<file path="src/design/rtc_pkg.sv">
// shared constants and carrier types for the rtc update core
package rtc_pkg;

    // ------------------------------------------------------------
    // carrier types
    // ------------------------------------------------------------
    typedef struct packed {
        logic [7:0] year;
        logic [7:0] month;
        logic [7:0] dom;
        logic [7:0] dow;
        logic [7:0] hour;
        logic [7:0] min;
        logic [7:0] sec;
    } time_t;

    typedef struct packed {
        logic [7:0] hour;
        logic [7:0] min;
        logic [7:0] sec;
    } alarm_t;

    typedef struct packed {
        logic       subtract;
        logic [5:0] count;
    } trim_t;

    // ------------------------------------------------------------
    // reset values of time, calendar and alarm
    // ------------------------------------------------------------
    localparam logic [7:0] SEC_RST   = 8'h00;
    localparam logic [7:0] MIN_RST   = 8'h00;
    localparam logic [7:0] HOUR_RST  = 8'h00;
    localparam logic [7:0] DOW_RST   = 8'h01;
    localparam logic [7:0] DOM_RST   = 8'h01;
    localparam logic [7:0] MONTH_RST = 8'h01;
    localparam logic [7:0] YEAR_RST  = 8'h00;
    localparam logic [7:0] ALARM_RST = 8'h00;

    // ------------------------------------------------------------
    // counting limits (binary, 24 hour)
    // ------------------------------------------------------------
    localparam logic [7:0] SEC_MAX   = 8'h3b;
    localparam logic [7:0] MIN_MAX   = 8'h3b;
    localparam logic [7:0] HOUR_MAX  = 8'h17;
    localparam logic [7:0] DOW_MAX   = 8'h07;
    localparam logic [7:0] MONTH_MAX = 8'h0c;
    localparam logic [7:0] YEAR_MAX  = 8'h63;
    localparam logic [7:0] FEB       = 8'h02;
    localparam logic [7:0] APR       = 8'h04;
    localparam logic [7:0] JUN       = 8'h06;
    localparam logic [7:0] SEP       = 8'h09;
    localparam logic [7:0] NOV       = 8'h0b;
    localparam logic [7:0] DAYS_31   = 8'h1f;
    localparam logic [7:0] DAYS_30   = 8'h1e;
    localparam logic [7:0] DAYS_29   = 8'h1d;
    localparam logic [7:0] DAYS_28   = 8'h1c;

    // ------------------------------------------------------------
    // flag register layout
    // ------------------------------------------------------------
    localparam int UDF_BIT  = 4;
    localparam int AMF_BIT  = 5;
    localparam int COMBINED_REQUEST_FLAG_BIT = 7;

    // ------------------------------------------------------------
    // second length in slow clock periods
    // ------------------------------------------------------------
    localparam logic [15:0] SECOND_NOMINAL = 16'h8000;
    localparam logic [15:0] SECOND_SHORT   = 16'h7fff;
    localparam logic [15:0] SECOND_LONG    = 16'h8001;

    // ------------------------------------------------------------
    // timing, in slow clock periods of 32768 Hz
    // ------------------------------------------------------------
    localparam longint SLOW_HZ       = 64'd32768;
    localparam longint NS_PER_S      = 64'd1000000000;
    localparam longint LEAD_NS       = 64'd244100;
    localparam longint SETTLE_NS     = 64'd30500;
    // least times, so rounded up
    localparam longint LEAD_SLOW_L   =
        (LEAD_NS * SLOW_HZ + NS_PER_S - 1) / NS_PER_S;
    localparam longint SETTLE_SLOW_L =
        (SETTLE_NS * SLOW_HZ + NS_PER_S - 1) / NS_PER_S;
    localparam logic [15:0] LEAD_SLOW   = LEAD_SLOW_L[15:0];
    localparam logic [15:0] SETTLE_SLOW =
        (SETTLE_SLOW_L < 1) ? 16'h0001 : SETTLE_SLOW_L[15:0];

    typedef enum logic [1:0] {
        ST_COUNT,
        ST_LEAD,
        ST_SETTLE
    } upd_state_t;

endpackage

</file>
<file path="src/design/calendar_advance.sv">
// one-second advance of the time and calendar, with cascaded carries
`timescale 1ns/1ps
module calendar_advance
    import rtc_pkg::*;
(
    input  rtc_pkg::time_t cur,
    output rtc_pkg::time_t nxt
);

    // ------------------------------------------------------------
    // helpers
    // ------------------------------------------------------------
    function automatic logic [7:0] wrap_inc(
        input logic [7:0] v,
        input logic [7:0] vmax,
        input logic [7:0] vmin
    );
        wrap_inc = (v >= vmax) ? vmin : v + 8'h01;
    endfunction

    // years 2000..2099: every fourth year is a leap year
    function automatic logic [7:0] days_in(
        input logic [7:0] m,
        input logic [7:0] y
    );
        if (m == FEB)
            days_in = (y[1:0] == 2'b00) ? DAYS_29 : DAYS_28;
        else if (m == APR || m == JUN || m == SEP || m == NOV)
            days_in = DAYS_30;
        else
            days_in = DAYS_31;
    endfunction

    logic c_min;
    logic c_hour;
    logic c_day;
    logic c_month;
    logic c_year;

    // ------------------------------------------------------------
    // cascade
    // ------------------------------------------------------------
    always_comb
    begin
        c_min   = (cur.sec >= SEC_MAX);
        c_hour  = c_min  && (cur.min >= MIN_MAX);
        c_day   = c_hour && (cur.hour >= HOUR_MAX);
        c_month = c_day  && (cur.dom >= days_in(cur.month, cur.year));
        c_year  = c_month && (cur.month >= MONTH_MAX);
        nxt       = cur;
        nxt.sec   = wrap_inc(cur.sec, SEC_MAX, SEC_RST);
        if (c_min)
            nxt.min = wrap_inc(cur.min, MIN_MAX, MIN_RST);
        if (c_hour)
            nxt.hour = wrap_inc(cur.hour, HOUR_MAX, HOUR_RST);
        if (c_day)
        begin
            nxt.dow = wrap_inc(cur.dow, DOW_MAX, DOW_RST);
            nxt.dom = wrap_inc(cur.dom, days_in(cur.month, cur.year),
                               DOM_RST);
        end
        if (c_month)
            nxt.month = wrap_inc(cur.month, MONTH_MAX, MONTH_RST);
        if (c_year)
            nxt.year = wrap_inc(cur.year, YEAR_MAX, YEAR_RST);
    end

endmodule // calendar_advance

</file>
<file path="src/design/rtc_update_core.sv">
// rtc once-per-second update, alarm, flags and calibration core
//
// Overview of operation
// - one update cycle each second while time base runs and hold is clear
// - hold set aborts an update under way and blocks new ones
// - update increments seconds and carries through to year
// - alarm fires only when seconds, minutes and hours all match
// - all seven counters change on one common second tick
// - alarm compare one slow period after increment ends the update
// - update pending rises 244.1 us before increment, falls at end
// - update done flag set at the end of every update
// - an enable lets its flag drive the combined request, else never
// - enabling an already set flag asserts the request at once
// - flags set on events regardless of enables
// - reading the flag register clears set flags and the request
// - flag read is stable; events during a read post afterwards
// - request, bit 7, high while any flag and enable pair is set
// - programmed alarm recurs daily at the same time
// - calibration off after reset, enable bit switches it
// - untrimmed second is 32768 slow clock periods
// - trimmed second is 32767 when subtracting, 32769 when adding
// - trim count 0..63 seconds adjusted in each 64 second window
// - alarm bytes change only by host writes
// - control bits: update enable 4, alarm enable 5, hold 7
// - flag bits: update done 4, alarm match 5
// - trim count bits 5:0, direction bit 6, enable bit 0
`timescale 1ns/1ps
module rtc_update_core
    import rtc_pkg::*;
(
    input  wire logic             sys_clk,
    input  wire logic             nrst,
    input  wire logic             slow_clock_input,
    input  wire logic             hold_updates,
    input  wire logic             update_irq_enable,
    input  wire logic             alarm_irq_enable,
    input  wire logic             calibration_enable,
    input  rtc_pkg::trim_t        trim,
    input  wire logic             time_wr,
    input  rtc_pkg::time_t        time_wdata,
    input  wire logic             alarm_wr,
    input  rtc_pkg::alarm_t       alarm_wdata,
    input  wire logic             flags_rd,
    output rtc_pkg::time_t        time_q,
    output rtc_pkg::alarm_t       alarm_q,
    output logic                  update_pending_flag,
    output logic                  update_done_flag,
    output logic                  alarm_match_flag,
    output logic                  combined_request_flag,
    output logic [7:0]            flag_rdata
);

    import rtc_pkg::*;

    // ------------------------------------------------------------
    // slow clock synchroniser and edge detect
    // ------------------------------------------------------------
    logic slow_s1_q;
    logic slow_s2_q;
    logic slow_s3_q;
    logic slow_edge;

    always_ff @(posedge sys_clk)
    begin
        if (!nrst)
        begin
            slow_s1_q <= 1'b0;
            slow_s2_q <= 1'b0;
            slow_s3_q <= 1'b0;
        end
        else
        begin
            slow_s1_q <= slow_clock_input;
            slow_s2_q <= slow_s1_q;
            slow_s3_q <= slow_s2_q;
        end
    end

    // one enable pulse per slow period
    assign slow_edge = slow_s2_q & ~slow_s3_q;

    // ------------------------------------------------------------
    // second divider with trim
    // ------------------------------------------------------------
    logic [15:0] div_q;
    logic [5:0]  win_q;
    logic [15:0] sec_len;
    logic        adjust_now;
    logic        sec_tick;
    logic        lead_point;

    // adjusted seconds are the first trim.count of each window
    assign adjust_now = calibration_enable && (win_q < trim.count);

    always_comb
    begin
        sec_len = SECOND_NOMINAL;
        if (adjust_now)
            sec_len = trim.subtract ? SECOND_SHORT : SECOND_LONG;
    end

    assign sec_tick   = slow_edge && !hold_updates
                        && (div_q == sec_len - 16'h0001);
    assign lead_point = slow_edge && !hold_updates
                        && (div_q == sec_len - 16'h0001 - LEAD_SLOW);

    always_ff @(posedge sys_clk)
    begin
        if (!nrst)
            div_q <= 16'h0000;
        else if (hold_updates)
            div_q <= 16'h0000;
        else if (sec_tick)
            div_q <= 16'h0000;
        else if (slow_edge)
            div_q <= div_q + 16'h0001;
    end

    // 64 second window, wraps on its own width
    always_ff @(posedge sys_clk)
    begin
        if (!nrst)
            win_q <= 6'h00;
        else if (sec_tick)
            win_q <= win_q + 6'h01;
    end

    // ------------------------------------------------------------
    // update sequencer
    // ------------------------------------------------------------
    upd_state_t  state_q;
    logic [15:0] settle_q;
    logic        compare_now;
    logic        alarm_hit;
    logic        upd_event;
    logic        alm_event;

    assign compare_now = (state_q == ST_SETTLE) && slow_edge
                         && !hold_updates
                         && (settle_q == SETTLE_SLOW - 16'h0001);
    assign alarm_hit = (time_q.sec  == alarm_q.sec)
                    && (time_q.min  == alarm_q.min)
                    && (time_q.hour == alarm_q.hour);
    assign upd_event = compare_now;
    assign alm_event = compare_now && alarm_hit;

    always_ff @(posedge sys_clk)
    begin
        if (!nrst)
        begin
            state_q  <= ST_COUNT;
            settle_q <= 16'h0000;
        end
        else if (hold_updates)
        begin
            state_q  <= ST_COUNT;
            settle_q <= 16'h0000;
        end
        else
        begin
            unique case (state_q)
                ST_COUNT:
                begin
                    if (lead_point)
                        state_q <= ST_LEAD;
                end
                ST_LEAD:
                begin
                    settle_q <= 16'h0000;
                    if (sec_tick)
                        state_q <= ST_SETTLE;
                end
                ST_SETTLE:
                begin
                    if (compare_now)
                        state_q <= ST_COUNT;
                    else if (slow_edge)
                        settle_q <= settle_q + 16'h0001;
                end
            endcase
        end
    end

    // pending flag leads the increment, drops when the compare is done
    always_ff @(posedge sys_clk)
    begin
        if (!nrst)
            update_pending_flag <= 1'b0;
        else if (hold_updates || compare_now)
            update_pending_flag <= 1'b0;
        else if (lead_point)
            update_pending_flag <= 1'b1;
    end

    // ------------------------------------------------------------
    // time, calendar and alarm bytes
    // ------------------------------------------------------------
    time_t time_next;

    calendar_advance u_advance
    (
        .cur (time_q),
        .nxt (time_next)
    );

    // a host write wins over a tick in the same cycle
    always_ff @(posedge sys_clk)
    begin
        if (!nrst)
            time_q <= '{year: YEAR_RST, month: MONTH_RST, dom: DOM_RST,
                        dow: DOW_RST, hour: HOUR_RST, min: MIN_RST,
                        sec: SEC_RST};
        else if (time_wr)
            time_q <= time_wdata;
        else if (sec_tick && state_q == ST_LEAD)
            time_q <= time_next;
    end

    // update logic has no path into these bytes
    always_ff @(posedge sys_clk)
    begin
        if (!nrst)
            alarm_q <= '{hour: ALARM_RST, min: ALARM_RST, sec: ALARM_RST};
        else if (alarm_wr)
            alarm_q <= alarm_wdata;
    end

    // ------------------------------------------------------------
    // flag register, double latched
    // ------------------------------------------------------------
    logic rd_prev_q;
    logic rd_start;
    logic rd_end;
    logic udf_hold_q;
    logic amf_hold_q;

    assign rd_start = flags_rd & ~rd_prev_q;
    assign rd_end   = ~flags_rd & rd_prev_q;

    always_ff @(posedge sys_clk)
    begin
        if (!nrst)
            rd_prev_q <= 1'b0;
        else
            rd_prev_q <= flags_rd;
    end

    // events during a read wait here until the read is over
    always_ff @(posedge sys_clk)
    begin
        if (!nrst)
        begin
            udf_hold_q <= 1'b0;
            amf_hold_q <= 1'b0;
        end
        else if (rd_end)
        begin
            udf_hold_q <= 1'b0;
            amf_hold_q <= 1'b0;
        end
        else if (flags_rd)
        begin
            udf_hold_q <= udf_hold_q | upd_event;
            amf_hold_q <= amf_hold_q | alm_event;
        end
    end

    // at read end the read bits clear; held and same-cycle events win
    always_ff @(posedge sys_clk)
    begin
        if (!nrst)
        begin
            update_done_flag <= 1'b0;
            alarm_match_flag <= 1'b0;
        end
        else if (rd_end)
        begin
            update_done_flag <= udf_hold_q | upd_event;
            alarm_match_flag <= amf_hold_q | alm_event;
        end
        else if (!flags_rd)
        begin
            update_done_flag <= update_done_flag | upd_event;
            alarm_match_flag <= alarm_match_flag | alm_event;
        end
    end

    // request follows the enabled flags; reflects enable writes next edge
    always_ff @(posedge sys_clk)
    begin
        if (!nrst)
            combined_request_flag <= 1'b0;
        else
            combined_request_flag <=
                (update_done_flag && update_irq_enable)
             || (alarm_match_flag && alarm_irq_enable);
    end

    // snapshot taken as the read opens, held steady through it
    always_ff @(posedge sys_clk)
    begin
        if (!nrst)
            flag_rdata <= 8'h00;
        else if (rd_start)
        begin
            flag_rdata           <= 8'h00;
            flag_rdata[UDF_BIT]  <= update_done_flag;
            flag_rdata[AMF_BIT]  <= alarm_match_flag;
            flag_rdata[COMBINED_REQUEST_FLAG_BIT] <= combined_request_flag;
        end
    end

endmodule // rtc_update_core

</file>
<file path="config.mk">
export PLATFORM = sky130hd
export DESIGN_NAME = rtc_update_core
export DESIGN_NICKNAME = d
export VERILOG_FILES = /design/src/design/rtc_pkg.sv /design/src/design/calendar_advance.sv /design/src/design/rtc_update_core.sv
export SDC_FILE = /design/constraint.sdc
export NUM_CORES = 1
export LEC_CHECK = 0
export CAP_MARGIN = 20
export CORE_AREA = 2 2 127 129
export CTS_BUF_LIST = sky130_fd_sc_hd__clkbuf_8
export DETAILED_ROUTE_END_ITERATION = 16
export DIE_AREA = 0 0 129 131
export DONT_BUFFER_PORTS = 1
export PLACE_DENSITY_LB_ADDON = 0.2
export SLEW_MARGIN = 25
export SYNTH_ARGS = -nofsm -noshare
export SYNTH_HDL_FRONTEND = slang
export SYNTH_SLANG_ARGS = --single-unit
</file>
<file path="constraint.sdc">
create_clock -name sys_clk -period 3.05 [get_ports sys_clk]
set_clock_uncertainty 0.05 [all_clocks]
set_input_delay 0.1525 -clock sys_clk [delete_from_list [all_inputs] [get_ports sys_clk]]
set_output_delay 0.1525 -clock sys_clk [all_outputs]
set_load 0.03 [all_outputs]
</file>
==> impl_metrics.tcl <==
set metrics [dict create \
    pre_cts_slack_ps 271 \
    global_route_wire_length_before_repair_um 33400 \
    max-slew-margin-rel_pct 52.7 \
    die_area_um2 16900 \
    route.antenna.remaining_nets 0 \
    antenna_found_initial 0 \
    dpl.cell_count 1031 \
    synth-simple-area-share_pct 23.3 \
    insertion_delay_ps 450 \
    edff_count_synth 0 \
    detailedRoute.firstPassIterationCount 5 \
    place.gp.congestion 0.824 \
    number_of_clock_buffers_inserted_by_tritoncts 17 \
    syn2layout_area_growth_pct 30.1 \
    drv.max_cap_violation_count 0 \
    antenna_cells_inserted 0 \
    number_of_placement_rows 46 \
    synth_top_area_share_pct 38.6 \
    crit_path_max_incr_delay_ps 520 \
    routed_via_density 5.69 \
    worst_slew_pin_slew_ps 707 \
    setup_viol 0 \
    die_width_um 129 \
    ys_dominant_reg_cell "dfxtp_1" \
    synth.ff_latch_count 133 \
    report.power.total_mw 4.10 \
    setup.worst_path.start_class "register" \
    ys.warnings.count 0 \
    post-route-worst-setup-slack_ps 238 \
    io_buffer_count 0 \
    drc 0 \
    slew_violations 0 \
    post-synth-top-area-cell "dfxtp_1" \
    die_y_um 131 \
    root_buffer "clkbuf_8" \
    postPlaceCellArea_um2 7320 \
    cts_setup_buffers 0 \
    grt_max_degree 44 \
    synth-async-reset-ratio_pct 0 \
    synth_adder_area_share_pct 4.54 \
    hpwl_um 13900 \
    pin_count 189 \
    setup_repair_after_global_routing_missed_its_margin "no" \
    synth_top_cells_by_area "dfxtp_1, nor2_1, mux2i_1" \
    timing.critical_path.arrival_ps 3140 \
    complex_gate_fraction_of_the_synthesized_area_pct 16.9 \
    total_via_count_in_the_routed_design 6752 \
    clock_tree.buffer_depth 2 \
    cp.required_ps 3380 \
    total_global_routing_track_utilization_pct 24.9 \
    hold_path.class "in2reg" \
    detailedRoute.firstIterationViolations 465 \
    clk_pin_slew_worst_paths_ps 90 \
    grt_overflow 0 \
    synthCells 806 \
    initial_core_util_pct 44.2 \
    cts_tree "built" \
    route.detailed.wl_per_inst_um 17.8 \
    timing.critical_path.slowest_stage_cell "or4_1" \
    path_class "reg2reg" \
    leakage_power_of_the_design_nw 3.50 \
    largest_family_of_logic_cells_by_synthesized_area "simple AND/OR/NAND/NOR gates" \
    endpoint_kind "register" \
    core_region_area_um2 15600 \
    finish.utilization_pct 57.5 \
    yosysSeqAreaShare_pct 38.6 \
    vdd.ir_drop.worst_v 0.000319 \
    finish.net_count 1079 \
    timing.critical_path.cells "inv_1, ha_1, nand2b_1, o21ai_0, o211ai_1, ha_1, nand2b_1, a21oi_1, o21ai_1, buf_4, or4_1, a31oi_1" \
    timing.final.crit_period_ps 2810 \
    status "completed" \
    muxShareOfSynthArea_pct 4.65 \
    first_global_vias 6684 \
    share_of_final_layout_standard_cells_stronger_than_drive_strength_1_pct 10.1 \
    post_synthesis_area_per_instance_um2 8.55 \
    fmax_mhz 356 \
    path_max_fanout 7 \
    synth.distinct_cells 77 \
    timing_hold_violations_final 0 \
    final_cycle_share_pct 92.2 \
    final_cell_count_no_fill 1186 \
    synth_xor_xnor_area_share_pct 7.75 \
    powerDensity_nw_per_um2 458 \
    final_area_um2 8960 \
    routed_wl_um 21100 \
    fin_hold_ws_ps 17.9 \
    clk_sink_count 133 \
    setup_total_negative_slack_ps 0 \
    netlist_area_um2 6890 \
    ctsHtreeMaxLevel 4 \
    fill_cells 1357 \
]
kinds of logic after synthesis:
logic type / Yosys count
simple gates: 318
compound gates: 170
flops: 133
buf+inv: 66
xor+xnor: 61
mux: 32
fa+ha+maj: 25
other cells: 1
power by group:
group / total [mW] / leakage [nW] / switching (mW) / internal (mW)
combinational: 0.658 / 2.22 / 0.353 / 0.305
sequential: 1.96 / 1.09 / 0.150 / 1.81
clock: 1.49 / 0.193 / 0.757 / 0.729
cell usage after synthesis (7+ instances only):
cell and number:
a21oi_1 40, inv_1 26, o21ai_0 36, or4_1 7, nand2_1 60, ha_1 25
xnor2_1 28, clkbuf_1 25, and2_1 14, xor2_1 33, nor4_1 12, mux2i_1 32
and3_1 10, nand4_1 15, nor2_1 98, dfxtp_1 133, nor3_1 17, nand3_1 44
a31oi_1 17, nand2b_1 8
state kept, by name (all words and copies together) (netlist names), 2 cells and up:
name,count
alarm_q,24
div_q,16
flag_rdata,3
settle_q,16
state_q,2
time_q,56
win_q,6
path summary, 6_finish.rpt:
| path | startpoint | to | slack (ps) | cells past startpoint |
|---|---|---|---|---|
| setup / recovery | time_q[40]$_SDFFE_PN1P_ | time_q[35]$_SDFFE_PN0P_ | 240 | 12 |
| hold / removal | time_wr | time_q[8]$_SDFFE_PN0P_ | 20 | 3 |
| setup reg to reg | time_q[40]$_SDFFE_PN1P_ | time_q[35]$_SDFFE_PN0P_ | 240 | 12 |
| hold reg to reg | slow_s1_q$_SDFF_PN0_ | slow_s2_q$_SDFF_PN0_ | 390 | 1 |
critical path: cells and delay by family, from the launching register on:
family | cells | cell delay [ps]
and+or+nand+nor | 3 | 740
buffers and inverters | 2 | 340
DFF | 1 | 430
AOI/OAI and AO/OA | 5 | 700
adders and majority gates | 2 | 500
per-layer routing:
metal  up-vias  part of all wire [%]  global-route usage [%]
met4         0                   1.6                    8.63
met2       243                    51                    42.6
li1       3203                     -                       -
met5         -                     0                       0
met3        30                   7.1                    7.65
met1      3276                    41                    29.8
cell type report:
class / instances / area, um2 / share of cell area (%)
multi-input cells: 611 / 3960 / 44.1
flip-flops and latches: 133 / 2660 / 29.7
repair buffers: 168 / 1590 / 17.7
well taps: 216 / 270 / 3.01
clock buffers: 17 / 234 / 2.61
clock inverters: 15 / 155 / 1.73
inverters: 26 / 97.6 / 1.09
cell usage in the layout (no fill, tap or decap), types with 4 or more instances in the layout:
master | Yosys | routed
a22oi_1 | 4 | 4
a32oi_1 | 4 | 4
nor3b_1 | 4 | 4
a21o_1 | 6 | 6
nand2_1 | 60 | 60
a31oi_1 | 17 | 17
buf_4 | 5 | 45
a32o_1 | 6 | 6
a211oi_1 | 4 | 4
xnor2_1 | 28 | 28
or4_1 | 7 | 7
ha_1 | 25 | 25
o211ai_1 | 6 | 6
nor4_1 | 12 | 12
dfxtp_1 | 133 | 132
nand4_1 | 15 | 15
and3_1 | 10 | 10
a21oi_1 | 40 | 40
inv_1 | 26 | 25
o311a_1 | 4 | 4
nor2b_1 | 5 | 5
nor3_1 | 17 | 17
o31ai_1 | 6 | 6
o21ai_0 | 36 | 36
clkinv_2 | 0 | 4
nand3_1 | 44 | 44
nand2b_1 | 8 | 8
xor2_1 | 33 | 33
mux2i_1 | 32 | 32
and2_1 | 14 | 14
dlygate4sd3_1 | 0 | 121
conb_1 | 1 | 5
nor2_1 | 98 | 98
clkbuf_8 | 0 | 17
what timing repair did:
item	4_1_cts	5_1_grt
hold buffers	123	0
endpoints found under the hold margin	98	0
gates resized for setup	0	1
endpoints found under the setup margin	0	1
No activity file was read; power rests on OpenSTA's default activity.
